==> config.mk <==
export PLATFORM = sky130hd
export DESIGN_NAME = frwc_device_flat
export DESIGN_NICKNAME = d
export VERILOG_FILES = /design/src/common/frwc_pkg.sv /design/src/common/frwc_link_if.sv /design/src/rtl/frwc_device.sv /design/src/rtl/frwc_link_rx.sv /design/src/flat_wrapper.sv
export SDC_FILE = /design/constraint.sdc
export NUM_CORES = 1
export LEC_CHECK = 0
export BUFFER_PORTS_ARGS = -buffer_cell sky130_fd_sc_hd__buf_4
export CORE_MARGIN = 5
export CORE_UTILIZATION = 40
export DETAILED_ROUTE_END_ITERATION = 10
export GPL_ROUTABILITY_DRIVEN = 0
export PLACE_DENSITY = 0.72
export SYNTH_ARGS = -nofsm -noshare
export SYNTH_HDL_FRONTEND = slang
export SYNTH_SLANG_ARGS = --single-unit
export TNS_END_PERCENT = 50
==> constraint.sdc <==
create_clock -name clock -period 3.15 [get_ports clock]
set_input_delay 0.63 -clock clock [delete_from_list [all_inputs] [get_ports clock]]
set_output_delay 0.63 -clock clock [all_outputs]
set_load 0.05 [all_outputs]
==> src/common/frwc_pkg.sv <==
// How it works
// - single bit, octal SDR or octal DDR framing
// - set write enable command sets enable flag
// - modifying commands run only while enabled
// - clear write enable command clears enable flag
// - clear write enable ignored while busy
// - clear fail flags zeroes both error flags
// - clear fail flags works busy, keeps enable
// - clear ecc zeroes ecc flags, trap, counter; an ecc event in the same cycle keeps old flags
// - clear ecc needs no enable, keeps it
// - host sends address then one data byte, sent twice in octal DDR
// - write any register needs enable first
// - busy and error flags report register write
// - read only bits never change, no error
// - otp bits only leave default, silently
// - nonvolatile change takes erase plus program time
// - failed update sets error and busy
// - stays busy until clear fail flags
// - write any never touches lock register
// - write any never touches integrity register
// - lock command clears lock, blocks ppb changes
// - locked read password mode confines reads
// - lock command needs enable, busy ends
package frwc_pkg;
    localparam int CLK_MHZ = 200;
    typedef enum logic [1:0] {MODE_SINGLE, MODE_OCTAL_SDR, MODE_OCTAL_DDR} frwc_mode_type;
    typedef enum logic [2:0] {
        CMD_SET_WE, CMD_CLR_WE, CMD_CLR_FAIL, CMD_CLR_ECC, CMD_WRITE_ANY, CMD_LOCK
    } frwc_cmd_type;
    typedef enum logic [1:0] {ST_IDLE, ST_NV_WRITE, ST_LOCK_WRITE, ST_FAILED} frwc_state_type;
    localparam logic [7:0] OP_SET_WE    = 8'h06;
    localparam logic [7:0] OP_CLR_WE    = 8'h04;
    localparam logic [7:0] OP_CLR_FAIL  = 8'h82;
    localparam logic [7:0] OP_CLR_ECC   = 8'h1b;
    localparam logic [7:0] OP_WRITE_ANY = 8'h71;
    localparam logic [7:0] OP_LOCK      = 8'ha6;
    localparam int ST_BUSY_BIT = 0;
    localparam int ST_WE_BIT   = 1;
    localparam int ST_ERS_BIT  = 5;
    localparam int ST_PRG_BIT  = 6;
    localparam logic [3:0]  ADDR_BYTES   = 4'h4;
    localparam int          REG_COUNT    = 4;
    localparam logic [31:0] REG_ADDR_LOCK      = 32'h0000_0010;
    localparam logic [31:0] REG_ADDR_INTEGRITY = 32'h0000_0020;
    localparam logic [3:0]  REG_NV_MASK  = 4'hc;
    localparam logic [31:0] REG_RO_MASK  = 32'h0300_8000;
    localparam logic [31:0] REG_OTP_MASK = 32'h1000_0100;
    localparam logic [31:0] REG_OTP_DEF  = 32'h0000_0000;
    localparam logic [31:0] REG_RESET    = 32'h0300_0000;
    localparam logic        LOCK_RESET   = 1'b1;
    localparam int T_NV_WRITE_NS   = 2000;
    localparam int NV_WRITE_CYCLES = (T_NV_WRITE_NS * CLK_MHZ + 999) / 1000;
    localparam int T_LOCK_NS       = 500;
    localparam int LOCK_CYCLES     = (T_LOCK_NS * CLK_MHZ + 999) / 1000;
    localparam int LINK_PERIOD_NS  = 80;
    localparam int LINK_PERIOD_CYCLES = LINK_PERIOD_NS * CLK_MHZ / 1000;
    localparam logic [3:0] PH_LAST    = 4'(LINK_PERIOD_CYCLES - 1);
    localparam logic [3:0] PH_RISE    = 4'(LINK_PERIOD_CYCLES / 2);
    localparam logic [3:0] PH_Q1      = 4'(LINK_PERIOD_CYCLES / 4);
    localparam logic [3:0] PH_Q3      = 4'(3 * LINK_PERIOD_CYCLES / 4);
    localparam logic [3:0] H_CMD_OFF    = 4'h0;
    localparam logic [3:0] H_ADDR_OFF   = 4'h4;
    localparam logic [3:0] H_DATA_OFF   = 4'h8;
    localparam logic [3:0] H_STATUS_OFF = 4'hc;

    function automatic logic [7:0] frwc_opcode(input logic [2:0] k);
        case (k)
            3'h0:    return OP_SET_WE;
            3'h1:    return OP_CLR_WE;
            3'h2:    return OP_CLR_FAIL;
            3'h3:    return OP_CLR_ECC;
            3'h4:    return OP_WRITE_ANY;
            3'h5:    return OP_LOCK;
            default: return 8'h00;
        endcase
    endfunction

    function automatic logic [7:0] frwc_byte(input logic [31:0] m, input logic [1:0] i);
        return m[{i, 3'b000} +: 8];
    endfunction
endpackage

==> src/common/frwc_link_if.sv <==
interface frwc_link_if;
    logic       csN;
    logic       linkClk;
    logic [7:0] dq;
    modport host (output csN, output linkClk, output dq);
    modport device (input csN, input linkClk, input dq);
endinterface

==> src/rtl/frwc_device.sv <==
// Local design decisions: the AXI4-Lite register port and the register offsets.
module frwc_device
    import frwc_pkg::*;
#(
    parameter int NV_CYCLES   = NV_WRITE_CYCLES,
    parameter int LOCK_CYC    = LOCK_CYCLES,
    parameter int SECTOR_BITS = 18
) (
    input  wire logic          clock,
    input  wire logic          rst_n,
    frwc_link_if.device        link,
    input  wire frwc_mode_type linkMode,
    input  wire logic          injectEraseFail,
    input  wire logic          injectProgramFail,
    input  wire logic          eccEvent,
    input  wire logic          eccTwoBit,
    input  wire logic [31:0]   eccAddr,
    input  wire logic          readPwdMode,
    input  wire logic          pwdSupplied,
    input  wire logic [31:0]   readAddrIn,
    input  wire logic          ppbReq,
    output logic               ppbAbort,
    output logic [31:0]        readAddrOut,
    output logic [7:0]         statusRegOne,
    output logic               protectLockBit,
    output logic [7:0]         eccStatusReg,
    output logic [1:0]         interruptStatusReg,
    output logic [31:0]        eccAddressTrapReg,
    output logic [15:0]        eccDetectCounterReg,
    output logic [31:0]        regFile
);
    logic           rxValid, frameStart, frameEnd;
    logic [7:0]     rxByte;
    logic [3:0]     cnt_q;
    logic [7:0]     op_q, opCheck_q, data_q, pend_q;
    logic [31:0]    addr_q;
    logic [1:0]     pendIdx_q;
    frwc_state_type state_q;
    logic [15:0]    timer_q;
    logic           writeEnableFlag_q, programErr_q, eraseErr_q, lock_q;
    logic           eccTwo_q, eccOne_q;

    frwc_link_rx frwc_link_rx_i (
        .clock      (clock),
        .rst_n      (rst_n),
        .csN        (link.csN),
        .linkClk    (link.linkClk),
        .dq         (link.dq),
        .mode       (linkMode),
        .byteValid  (rxValid),
        .byteData   (rxByte),
        .frameStart (frameStart),
        .frameEnd   (frameEnd)
    );

    wire       octal  = linkMode != MODE_SINGLE;
    wire [3:0] hdrLen = octal ? 4'h2 : 4'h1;
    wire [3:0] argIdx = cnt_q - hdrLen;

    always_ff @(posedge clock or negedge rst_n) begin
        if (!rst_n) begin
            cnt_q     <= 4'h0;
            op_q      <= 8'h00;
            opCheck_q <= 8'h00;
            addr_q    <= 32'h0;
            data_q    <= 8'h00;
        end else if (frameStart) begin
            cnt_q <= 4'h0;
        end else if (rxValid) begin
            if (cnt_q != 4'hf) cnt_q <= cnt_q + 4'h1;
            if (cnt_q == 4'h0) op_q <= rxByte;
            if (cnt_q == 4'h1) opCheck_q <= rxByte;
            if (cnt_q >= hdrLen && argIdx < ADDR_BYTES) addr_q <= {addr_q[23:0], rxByte};
            if (cnt_q >= hdrLen && argIdx == ADDR_BYTES) data_q <= rxByte;
        end
    end

    // command decode at the end of the frame
    wire go          = frameEnd && cnt_q >= hdrLen && (!octal || opCheck_q == ~op_q);
    wire busy        = state_q != ST_IDLE;
    wire isSetWe     = go && op_q == OP_SET_WE;
    wire isClrWe     = go && op_q == OP_CLR_WE;
    wire isClrFail   = go && op_q == OP_CLR_FAIL;
    wire isClrEcc    = go && op_q == OP_CLR_ECC;
    wire argsOk      = cnt_q > hdrLen + ADDR_BYTES;
    wire doWriteAny  = go && op_q == OP_WRITE_ANY && argsOk && writeEnableFlag_q && !busy;
    wire doLock      = go && op_q == OP_LOCK && writeEnableFlag_q && !busy;

    // register merge for write any
    wire [1:0] regIdx = addr_q[1:0];
    wire       mapped = addr_q < REG_COUNT && addr_q != REG_ADDR_LOCK
                        && addr_q != REG_ADDR_INTEGRITY;
    wire [7:0] oldVal = regFile[{regIdx, 3'b000} +: 8];
    wire [7:0] roM    = frwc_byte(REG_RO_MASK, regIdx);
    wire [7:0] otpM   = frwc_byte(REG_OTP_MASK, regIdx);
    wire [7:0] otpDef = frwc_byte(REG_OTP_DEF, regIdx);
    wire [7:0] otpNew = (~(data_q ^ otpDef) & oldVal) | ((data_q ^ otpDef) & ~otpDef);
    wire [7:0] newVal = (oldVal & roM) | (data_q & ~roM & ~otpM) | (otpNew & otpM);
    wire       needNv = REG_NV_MASK[regIdx] && newVal != oldVal;
    wire       startNv   = doWriteAny && mapped && needNv;
    wire       timerDone = timer_q == 16'h0;
    wire       nvDone    = state_q == ST_NV_WRITE && timerDone;
    wire       lockDone  = state_q == ST_LOCK_WRITE && timerDone;
    wire       failAny   = injectEraseFail | injectProgramFail;

    always_ff @(posedge clock or negedge rst_n) begin
        if (!rst_n) begin
            state_q <= ST_IDLE;
            timer_q <= 16'h0;
        end else begin
            unique case (state_q)
                ST_IDLE: begin
                    if (startNv) begin
                        state_q <= ST_NV_WRITE;
                        timer_q <= 16'(NV_CYCLES - 1);
                    end else if (doLock) begin
                        state_q <= ST_LOCK_WRITE;
                        timer_q <= 16'(LOCK_CYC - 1);
                    end
                end
                ST_NV_WRITE: begin
                    if (timerDone) state_q <= failAny ? ST_FAILED : ST_IDLE;
                    else timer_q <= timer_q - 16'h1;
                end
                ST_LOCK_WRITE: begin
                    if (timerDone) state_q <= ST_IDLE;
                    else timer_q <= timer_q - 16'h1;
                end
                ST_FAILED: begin
                    if (isClrFail) state_q <= ST_IDLE;
                end
            endcase
        end
    end

    always_ff @(posedge clock or negedge rst_n) begin
        if (!rst_n) begin
            regFile   <= REG_RESET;
            pend_q    <= 8'h00;
            pendIdx_q <= 2'h0;
        end else begin
            if (doWriteAny && mapped && !needNv) regFile[{regIdx, 3'b000} +: 8] <= newVal;
            if (startNv) begin
                pend_q    <= newVal;
                pendIdx_q <= regIdx;
            end
            if (nvDone && !failAny) regFile[{pendIdx_q, 3'b000} +: 8] <= pend_q;
        end
    end

    always_ff @(posedge clock or negedge rst_n) begin
        if (!rst_n) begin
            writeEnableFlag_q <= 1'b0;
        end else begin
            if (nvDone || lockDone || (doWriteAny && !startNv)) writeEnableFlag_q <= 1'b0;
            if (isClrWe && !busy) writeEnableFlag_q <= 1'b0;
            if (isSetWe) writeEnableFlag_q <= 1'b1;
        end
    end

    always_ff @(posedge clock or negedge rst_n) begin
        if (!rst_n) begin
            eraseErr_q   <= 1'b0;
            programErr_q <= 1'b0;
            lock_q       <= LOCK_RESET;
        end else begin
            if (isClrFail) begin
                eraseErr_q   <= 1'b0;
                programErr_q <= 1'b0;
            end
            if (nvDone && injectEraseFail) eraseErr_q <= 1'b1;
            if (nvDone && !injectEraseFail && injectProgramFail) programErr_q <= 1'b1;
            if (lockDone) lock_q <= 1'b0;
        end
    end

    always_ff @(posedge clock or negedge rst_n) begin
        if (!rst_n) begin
            eccTwo_q            <= 1'b0;
            eccOne_q            <= 1'b0;
            interruptStatusReg  <= 2'h0;
            eccAddressTrapReg   <= 32'h0;
            eccDetectCounterReg <= 16'h0;
        end else begin
            if (isClrEcc) begin
                eccTwo_q            <= 1'b0;
                eccOne_q            <= 1'b0;
                interruptStatusReg  <= 2'h0;
                eccAddressTrapReg   <= 32'h0;
                eccDetectCounterReg <= 16'h0;
            end
            if (eccEvent) begin
                eccTwo_q              <= eccTwo_q | eccTwoBit;
                eccOne_q              <= eccOne_q | ~eccTwoBit;
                interruptStatusReg[1] <= interruptStatusReg[1] | eccTwoBit;
                interruptStatusReg[0] <= interruptStatusReg[0] | ~eccTwoBit;
                eccAddressTrapReg     <= eccAddr;
                if (eccDetectCounterReg != 16'hffff || isClrEcc)
                    eccDetectCounterReg <= (isClrEcc ? 16'h0 : eccDetectCounterReg) + 16'h1;
            end
        end
    end

    wire confine = readPwdMode && lock_q && !pwdSupplied;
    always_ff @(posedge clock or negedge rst_n) begin
        if (!rst_n) readAddrOut <= 32'h0;
        else readAddrOut <= confine ? {{(32 - SECTOR_BITS){1'b0}}, readAddrIn[SECTOR_BITS-1:0]}
                                    : readAddrIn;
    end

    assign ppbAbort       = ppbReq & ~lock_q;
    assign protectLockBit = lock_q;
    assign eccStatusReg   = {3'b000, eccTwo_q, eccOne_q, 3'b000};
    always_comb begin
        statusRegOne              = 8'h00;
        statusRegOne[ST_BUSY_BIT] = busy;
        statusRegOne[ST_WE_BIT]   = writeEnableFlag_q;
        statusRegOne[ST_ERS_BIT]  = eraseErr_q;
        statusRegOne[ST_PRG_BIT]  = programErr_q;
    end
endmodule

==> src/rtl/frwc_link_rx.sv <==
module frwc_link_rx
    import frwc_pkg::*;
(
    input  wire logic          clock,
    input  wire logic          rst_n,
    input  wire logic          csN,
    input  wire logic          linkClk,
    input  wire logic [7:0]    dq,
    input  wire frwc_mode_type mode,
    output logic               byteValid,
    output logic [7:0]         byteData,
    output logic               frameStart,
    output logic               frameEnd
);
    logic       cs1_q, cs2_q, cs3_q, ck1_q, ck2_q, ck3_q;
    logic [7:0] dq1_q, dq2_q, sh_q;
    logic [2:0] bit_q;

    wire rise   = ck2_q & ~ck3_q;
    wire fall   = ~ck2_q & ck3_q;
    wire sample = ~cs2_q & (rise | (mode == MODE_OCTAL_DDR & fall));
    wire single = mode == MODE_SINGLE;
    wire [7:0] shNext = {sh_q[6:0], dq2_q[0]};
    assign frameStart = cs3_q & ~cs2_q;
    assign frameEnd   = ~cs3_q & cs2_q;

    always_ff @(posedge clock or negedge rst_n) begin
        if (!rst_n) begin
            {cs1_q, cs2_q, cs3_q} <= 3'h7;
            {ck1_q, ck2_q, ck3_q} <= 3'h0;
            dq1_q <= 8'h00;
            dq2_q <= 8'h00;
        end else begin
            {cs1_q, cs2_q, cs3_q} <= {csN, cs1_q, cs2_q};
            {ck1_q, ck2_q, ck3_q} <= {linkClk, ck1_q, ck2_q};
            dq1_q <= dq;
            dq2_q <= dq1_q;
        end
    end

    always_ff @(posedge clock or negedge rst_n) begin
        if (!rst_n) begin
            sh_q      <= 8'h00;
            bit_q     <= 3'h0;
            byteValid <= 1'b0;
            byteData  <= 8'h00;
        end else begin
            byteValid <= 1'b0;
            if (frameStart) begin
                bit_q <= 3'h0;
            end else if (sample && single) begin
                sh_q  <= shNext;
                bit_q <= bit_q + 3'h1;
                if (bit_q == 3'h7) begin
                    byteValid <= 1'b1;
                    byteData  <= shNext;
                end
            end else if (sample) begin
                byteValid <= 1'b1;
                byteData  <= dq2_q;
            end
        end
    end
endmodule

==> src/flat_wrapper.sv <==
// flat-port wrapper written by rule: the top's interface ports become plain ports
module frwc_device_flat import frwc_pkg::*;
#(
    parameter int NV_CYCLES   = NV_WRITE_CYCLES,
    parameter int LOCK_CYC    = LOCK_CYCLES,
    parameter int SECTOR_BITS = 18
)
  (clock, rst_n, linkMode, injectEraseFail, injectProgramFail, eccEvent, eccTwoBit, eccAddr, readPwdMode, pwdSupplied, readAddrIn, ppbReq, ppbAbort, readAddrOut, statusRegOne, protectLockBit, eccStatusReg, interruptStatusReg, eccAddressTrapReg, eccDetectCounterReg, regFile, link_csN, link_linkClk, link_dq);
  frwc_link_if link_i ();
  input  wire logic clock;
  input  wire logic rst_n;
  input  wire frwc_mode_type linkMode;
  input  wire logic injectEraseFail;
  input  wire logic injectProgramFail;
  input  wire logic eccEvent;
  input  wire logic eccTwoBit;
  input  wire logic [31:0] eccAddr;
  input  wire logic readPwdMode;
  input  wire logic pwdSupplied;
  input  wire logic [31:0] readAddrIn;
  input  wire logic ppbReq;
  output logic ppbAbort;
  output logic [31:0] readAddrOut;
  output logic [7:0] statusRegOne;
  output logic protectLockBit;
  output logic [7:0] eccStatusReg;
  output logic [1:0] interruptStatusReg;
  output logic [31:0] eccAddressTrapReg;
  output logic [15:0] eccDetectCounterReg;
  output logic [31:0] regFile;
  input wire logic [$bits(link_i.csN)-1:0] link_csN;
  input wire logic [$bits(link_i.linkClk)-1:0] link_linkClk;
  input wire logic [$bits(link_i.dq)-1:0] link_dq;
  assign link_i.csN = link_csN;
  assign link_i.linkClk = link_linkClk;
  assign link_i.dq = link_dq;
  frwc_device #(.NV_CYCLES(NV_CYCLES), .LOCK_CYC(LOCK_CYC), .SECTOR_BITS(SECTOR_BITS)) u_core (.clock(clock), .rst_n(rst_n), .link(link_i), .linkMode(linkMode), .injectEraseFail(injectEraseFail), .injectProgramFail(injectProgramFail), .eccEvent(eccEvent), .eccTwoBit(eccTwoBit), .eccAddr(eccAddr), .readPwdMode(readPwdMode), .pwdSupplied(pwdSupplied), .readAddrIn(readAddrIn), .ppbReq(ppbReq), .ppbAbort(ppbAbort), .readAddrOut(readAddrOut), .statusRegOne(statusRegOne), .protectLockBit(protectLockBit), .eccStatusReg(eccStatusReg), .interruptStatusReg(interruptStatusReg), .eccAddressTrapReg(eccAddressTrapReg), .eccDetectCounterReg(eccDetectCounterReg), .regFile(regFile));
endmodule
==> results of run 1 <==
==> path summary, 6_finish.rpt <==
check	startpoint	endpoint	slack, ps	depth (start not counted)
hold / removal	rst_n	u_core.regFile[29]	20	1
hold reg to reg	u_core.frwc_link_rx_i.dq1_q[7]	u_core.frwc_link_rx_i.dq2_q[7]	340	0
min in group clock	readAddrIn[8]	u_core.readAddrOut[8]	180	1
setup / recovery	u_core.state_q[0]	u_core.timer_q[0]	250	9
max in group asynchronous	rst_n	u_core.protectLockBit	2290	2
setup reg to reg	u_core.state_q[0]	u_core.timer_q[0]	250	9
==> flip-flops by register name (all words and copies together), names as in the netlist, 16 cells and up <==
register / count
u_core.addr_q: 32
u_core.eccAddressTrapReg: 32
u_core.readAddrOut: 32
u_core.regFile: 32
u_core.eccDetectCounterReg: 16
u_core.timer_q: 16
==> power groups by stage <==
stage          clock (mW)  sequential, mW  combinational (mW)
2_1_floorplan           0            4.13                1.17
3_3_place_gp            0            3.90                2.06
3_5_place_dp            0            3.91                2.12
4_1_cts              3.29            3.87                2.13
5_1_grt              3.42            3.93                2.33
6_report             3.21            3.87                2.13
==> Yosys cell counts (all sizes together), types with 5 or more instances <==
| cell | instances | share of area |
|---|---|---|
| mux4 | 5 | 0.010 |
| nor2 | 47 | 0.016 |
| nand2 | 131 | 0.044 |
| dfrtp | 243 | 0.54 |
| and3 | 10 | 0.0056 |
| dfstp | 6 | 0.014 |
| and4 | 6 | 0.0047 |
| nor3 | 13 | 0.0058 |
| nand2b | 8 | 0.0044 |
| inv | 17 | 0.0057 |
| xor2 | 16 | 0.012 |
| buf | 32 | 0.018 |
| a21oi | 24 | 0.013 |
| xnor2 | 13 | 0.010 |
| clkbuf | 30 | 0.010 |
| mux2 | 77 | 0.077 |
| nor4 | 13 | 0.0078 |
| nand3 | 81 | 0.036 |
| mux2i | 18 | 0.016 |
| and2 | 22 | 0.012 |
| or3 | 7 | 0.0039 |
| o21ai | 59 | 0.026 |
| ha | 25 | 0.028 |
| nand3b | 34 | 0.023 |
| nand4 | 16 | 0.0089 |
| nor2b | 6 | 0.0033 |
==> worst register-to-register path: cells and delay by family, from the launching register on <==
family	cells	cell delay [ps]
flip-flops	1	450
buffers and inverters	1	130
multiplexers	1	330
AND/OR/NAND/NOR	4	1250
adder cells (fa/ha/maj)	1	240
AO/OA/AOI/OAI	2	390
==> logic make-up (layout without fill, tap and decap cells) <==
family | Yosys count | after routing | synth area share
simple gates | 414 | 414 | 0.191
flops | 249 | 249 | 0.554
compound gates | 122 | 122 | 0.0676
mux | 100 | 100 | 0.103
buf+inv | 80 | 303 | 0.0339
xor+xnor | 29 | 29 | 0.0225
fa+ha+maj | 25 | 25 | 0.0278
other cells | 1 | 10 | 0.000333
==> through the flow <==
| stage | utilization | hold WS [ps] | cells | area [sq um] | power [mW] |
|---|---|---|---|---|---|
| after floorplan | - | 331 | 1029 | 11300 | 5.30 |
| after global placement | 0.480 | 332 | 1581 | 13300 | 5.97 |
| after detailed placement | 0.480 | 335 | 1581 | 13300 | 6.03 |
| after CTS | 0.513 | 15.8 | 1630 | 14200 | 9.29 |
| after global routing | 0.514 | 45.9 | 1630 | 14300 | 9.68 |
| final | 0.514 | 20.9 | 1630 | 14300 | 9.22 |
==> routing by layer <==
layer	vias up	GRT usage
li1	3993	-
met1	4199	0.233
met2	288	0.281
met3	29	0.0486
met4	0	0.0387
met5	-	0
==> area by class of cell <==
type | instances | share of cell area
clock buffer | 41 | 0.0553
clock inverter | 8 | 0.00833
inverter | 18 | 0.00473
multi-input combinational | 700 | 0.331
sequential | 249 | 0.437
tap | 378 | 0.0331
timing repair buffer | 236 | 0.131
==> flow_summary_export.csv, run 1 <==
group,metric,value,unit
outcome,status,"complete, no violations",
timing,setup_tns,0,ps
cts,post_cts_resized,0,
cts,clkLatencyLatePin,560,ps
placement,port-buffer-count,206,
critical_path,cp_max_fo,8,
timing,worst_pin_slew,680,ps
final_layout,drive_above_1_share,0.302,
floorplanning,die_y,178,microns
grt,grt_util_all_layers,0.173,
power,irDropWorstVdd,0.474,mV
floorplanning,floorplan.die.width,178,microns
cts,cts_hold_buf,0,
final_layout,layout_common_cells,"dfrtp_1, buf_4, nand2_1",
critical_path,worstPathArrival,3350,ps
logic_synthesis,synth_cells,1020,
routing,dr.pass1.iters,5,
timing,maxSlewHeadroom,0.544,
cts,path_clk_slew,60,ps
cts,cts.sink_count,249,
routing,postRouteAntennaNets,0,
final_layout,multiInputGateArea,0.00472,sq mm
grt,grt_max_degree,73,
routing,drt_iter0_markers,590,
grt,antenna_found_initial,0,
timing,rsz0062_at_grt,"false",
logic_synthesis,synth_warnings,0,
power,p_leak,6.84,nW
floorplanning,dieArea,0.0316,sq mm
cts,cts_tree,"built",
logic_synthesis,ys_ff_latch,249,
cts,cts_root_buf,"clkbuf_16",
critical_path,endpoint_kind,"flip-flop",
critical_path,criticalPathCategory,"reg -> reg",
routing,drc,0,
cts,h-tree-depth,1,
power,powerDensity,646,mW/mm^2
final_layout,antenna-diode-count,0,
logic_synthesis,ys_seq_area_frac,0.554,
floorplanning,ioPinCount,217,
critical_path,critPathLaunchType,"flip-flop",
logic_synthesis,avgSynthCellArea,11.0,sq um
placement,dpl_worst_slack,55.1,ps
critical_path,slowest_stage,"or4b_1",
routing,num_vias,8509,
final_layout,final_common_cell,"dfrtp_1",
critical_path,path_buf_inv,1,
grt,grt_pass1_vias,8614,
logic_synthesis,synth-edff-count,0,
routing,drt_wl_total,27.7,mm
logic_synthesis,synth-async-reset-ratio,1.00,
routing,wl_met2,13.3,mm
logic_synthesis,synth_ff_type,"dfrtp_1",
critical_path,cp_cell_sequence,"inv_1 -> ha_1 -> nand4_1 -> or4b_1 -> and4b_2 -> o211ai_4 -> a21oi_4 -> nand2_2 -> mux2_2",
flow_run,max_cap_viol_count,0,
power,p_int,6.25,mW
floorplanning,start_util,0.406,
timing,skew,23.4,ps
logic_synthesis,syn_area,0.0113,sq mm
critical_path,crit_family,"simple AND/OR/NAND/NOR gates",
grt,overflow,0,
floorplanning,core-area,0.0278,sq mm
routing,met3_length,2.18,mm
final_layout,seq_area,0.00624,sq mm
grt,grt_pass1_wl,45.2,mm
routing,viasPerCell,5.22,
timing,hold_viol,0,
power,combPwrFrac,0.232,
routing,wl_met1,11.8,mm
cts,numCtsBuffers,28,
critical_path,required,3590,ps
placement,hpwl,19.4,mm
min_path,min_path_type,"in -> async",
cts,cts_buffer_depth,3,
power,p_sw,2.97,mW
final_layout,nets,1343,
critical_path,max_stage_delay,580,ps
final_layout,syn_to_final_growth,26.7,%
power,power.share.switching,0.322,
timing,fin_ws,247,ps
timing,fin_crit_sh,0.922,
timing,timing.fmax,0.344,GHz
cts,post_cts_buffers,0,
floorplanning,row_count,61,
timing,final-setup-viol-count,0,
final_layout,fillCellCount,2486,
routing,highest_layer,"met4",
logic_synthesis,synth_cell_types,67,
timing,slew_violations,0,
power,clock_power_share,0.348,
timing,period_needed,2900,ps
power,power_frac_seq,0.420,
routing,wl_per_cell,17.0,microns
(Power assumes the default switching activity.)
==> run 2, diff against run 1 <==
--- a/config.mk
+++ b/config.mk
@@ -7,10 +7,11 @@
 export LEC_CHECK = 0
 export BUFFER_PORTS_ARGS = -buffer_cell sky130_fd_sc_hd__buf_4
 export CORE_MARGIN = 5
-export CORE_UTILIZATION = 40
+export CORE_UTILIZATION = 30
 export DETAILED_ROUTE_END_ITERATION = 10
 export GPL_ROUTABILITY_DRIVEN = 0
-export PLACE_DENSITY = 0.72
+export PLACE_DENSITY = 0.6
+export SKIP_LAST_GASP = 1
 export SYNTH_ARGS = -nofsm -noshare
 export SYNTH_HDL_FRONTEND = slang
 export SYNTH_SLANG_ARGS = --single-unit
==> flow_summary_export.csv, run 2 (same netlist as run 1, synthesis figures left out) <==
group,metric,value,unit
grt,grt_pass1_vias,8586,
cts,cts_buffer_depth,3,
final_layout,nets,1360,
power,powerDensity,649,mW/mm^2
critical_path,cp_max_fo,10,
grt,antenna_found_initial,0,
power,p_leak,6.96,nW
timing,fin_crit_sh,0.909,
critical_path,critPathLaunchType,"flip-flop",
placement,dpl_worst_slack,47.5,ps
timing,rsz0062_at_grt,"false",
critical_path,criticalPathCategory,"reg -> reg",
placement,port-buffer-count,206,
critical_path,worstPathArrival,3320,ps
timing,maxSlewHeadroom,0.557,
grt,grt_util_all_layers,0.134,
timing,fin_ws,287,ps
critical_path,crit_family,"compound AO/OA/AOI/OAI gates",
routing,drc,0,
critical_path,slowest_stage,"mux4_2",
critical_path,path_buf_inv,3,
critical_path,cp_cell_sequence,"mux4_2 -> nor3b_1 -> nor4_1 -> nand4_1 -> buf_4 -> o211ai_2 -> buf_4 -> a21oi_4 -> buf_4 -> a311oi_1",
critical_path,endpoint_kind,"flip-flop",
timing,worst_pin_slew,655,ps
routing,met3_length,2.07,mm
cts,cts.sink_count,249,
timing,timing.fmax,0.349,GHz
cts,cts_root_buf,"clkbuf_16",
routing,wl_per_cell,15.8,microns
min_path,min_path_type,"in -> async",
final_layout,finish.instance_area,0.0146,sq mm
routing,postRouteAntennaNets,0,
floorplanning,ioPinCount,217,
outcome,status,"complete, no violations",
routing,dr.pass1.iters,5,
cts,cts_hold_buf,0,
floorplanning,row_count,71,
critical_path,crit_top_cell,"buf_4",
routing,drt_wl_total,28.2,mm
cts,path_clk_slew,60,ps
cts,cts_tree,"built",
final_layout,layout_common_cells,"buf_4, dfrtp_1, nand2_1",
power,power,9.51,mW
timing,period_needed,2860,ps
final_layout,syn_to_final_growth,29.9,%
final_layout,drive_above_1_share,0.313,
final_layout,antenna-diode-count,0,
routing,num_vias,8410,
routing,drt_iter0_markers,405,
grt,grt_pass1_wl,46.5,mm
final_layout,final_common_cell,"buf_4",
placement,dpl_cell_area,0.0136,sq mm
critical_path,required,3600,ps
routing,viasPerCell,4.72,
power,irDropWorstVdd,0.566,mV
cts,numCtsBuffers,29,
critical_path,max_stage_delay,540,ps
timing,setup_tns,0,ps
flow_run,max_cap_viol_count,0,
floorplanning,start_util,0.301,
floorplanning,core-area,0.0374,sq mm
timing,whs,77.5,ps
floorplanning,floorplan.die.width,204,microns
cts,h-tree-depth,1,
timing,skew,8.33,ps
floorplanning,dieArea,0.0415,sq mm
routing,wl_met1,12.6,mm
grt,overflow,0,
floorplanning,die_y,204,microns
placement,hpwl,20.3,mm
timing,slew_violations,0,
routing,highest_layer,"met4",
routing,wl_met2,12.7,mm
timing,final-setup-viol-count,0,
grt,grt_max_degree,82,
cts,clkLatencyLatePin,550,ps
timing,hold_viol,0,
-- run 2: path summary, 6_finish.rpt --
kind | from | end | slack [ps] | depth (start not counted)
hold reg to reg | u_core.frwc_link_rx_i.dq1_q[3] | u_core.frwc_link_rx_i.dq2_q[3] | 350 | 0
setup / recovery | u_core.addr_q[0] | u_core.timer_q[6] | 290 | 10
max in group asynchronous | rst_n | u_core.protectLockBit | 2250 | 2
setup reg to reg | u_core.addr_q[0] | u_core.timer_q[6] | 290 | 10
hold / removal | rst_n | u_core.regFile[14] | 80 | 1
min in group clock | readAddrIn[7] | u_core.readAddrOut[7] | 180 | 1
-- run 2: worst reg2reg max path, stage by stage (launching register included) --
cell and delay (ps):
dfrtp_2 520, mux4_2 550, nor3b_1 150, nor4_1 210, nand4_1 220, buf_4 200, o211ai_2 280, buf_4 190
a21oi_4 50, buf_4 150, a311oi_1 270
-- run 2: cell type report --
class,instances,area [sq um]
Multi-Input combinational cell,700,4700
Clock inverter,8,135
Clock buffer,44,872
Inverter,18,67.6
Sequential cell,249,6240
Tap cell,511,639
Timing Repair Buffer,252,1990
Fill cell,3625,22800
-- run 2: per-stage QoR --
step	utilization	instances
after floorplan	-	1029
after global placement	0.364	1730
after detailed placement	0.364	1730
after CTS	0.391	1782
after global routing	0.391	1782
final	0.391	1782
-- run 2: power breakdown --
group	internal [mW]	total (mW)	switching, mW
logic	0.868	2.17	1.30
clock network	2.15	3.47	1.33
registers	3.52	3.86	0.347
total	6.54	9.51	2.97
-- run 2: per-layer routing --
metal	up-vias	global-route usage
li1	4025	-
met1	4081	0.186
met2	252	0.206
met3	52	0.0341
met4	0	0.0475
met5	-	0
-- run 2: repair_timing --
item | in CTS | in global routing
endpoints found under the setup margin | 0 | 34
gates resized for setup | 0 | 1
buffers inserted | 0 | 0
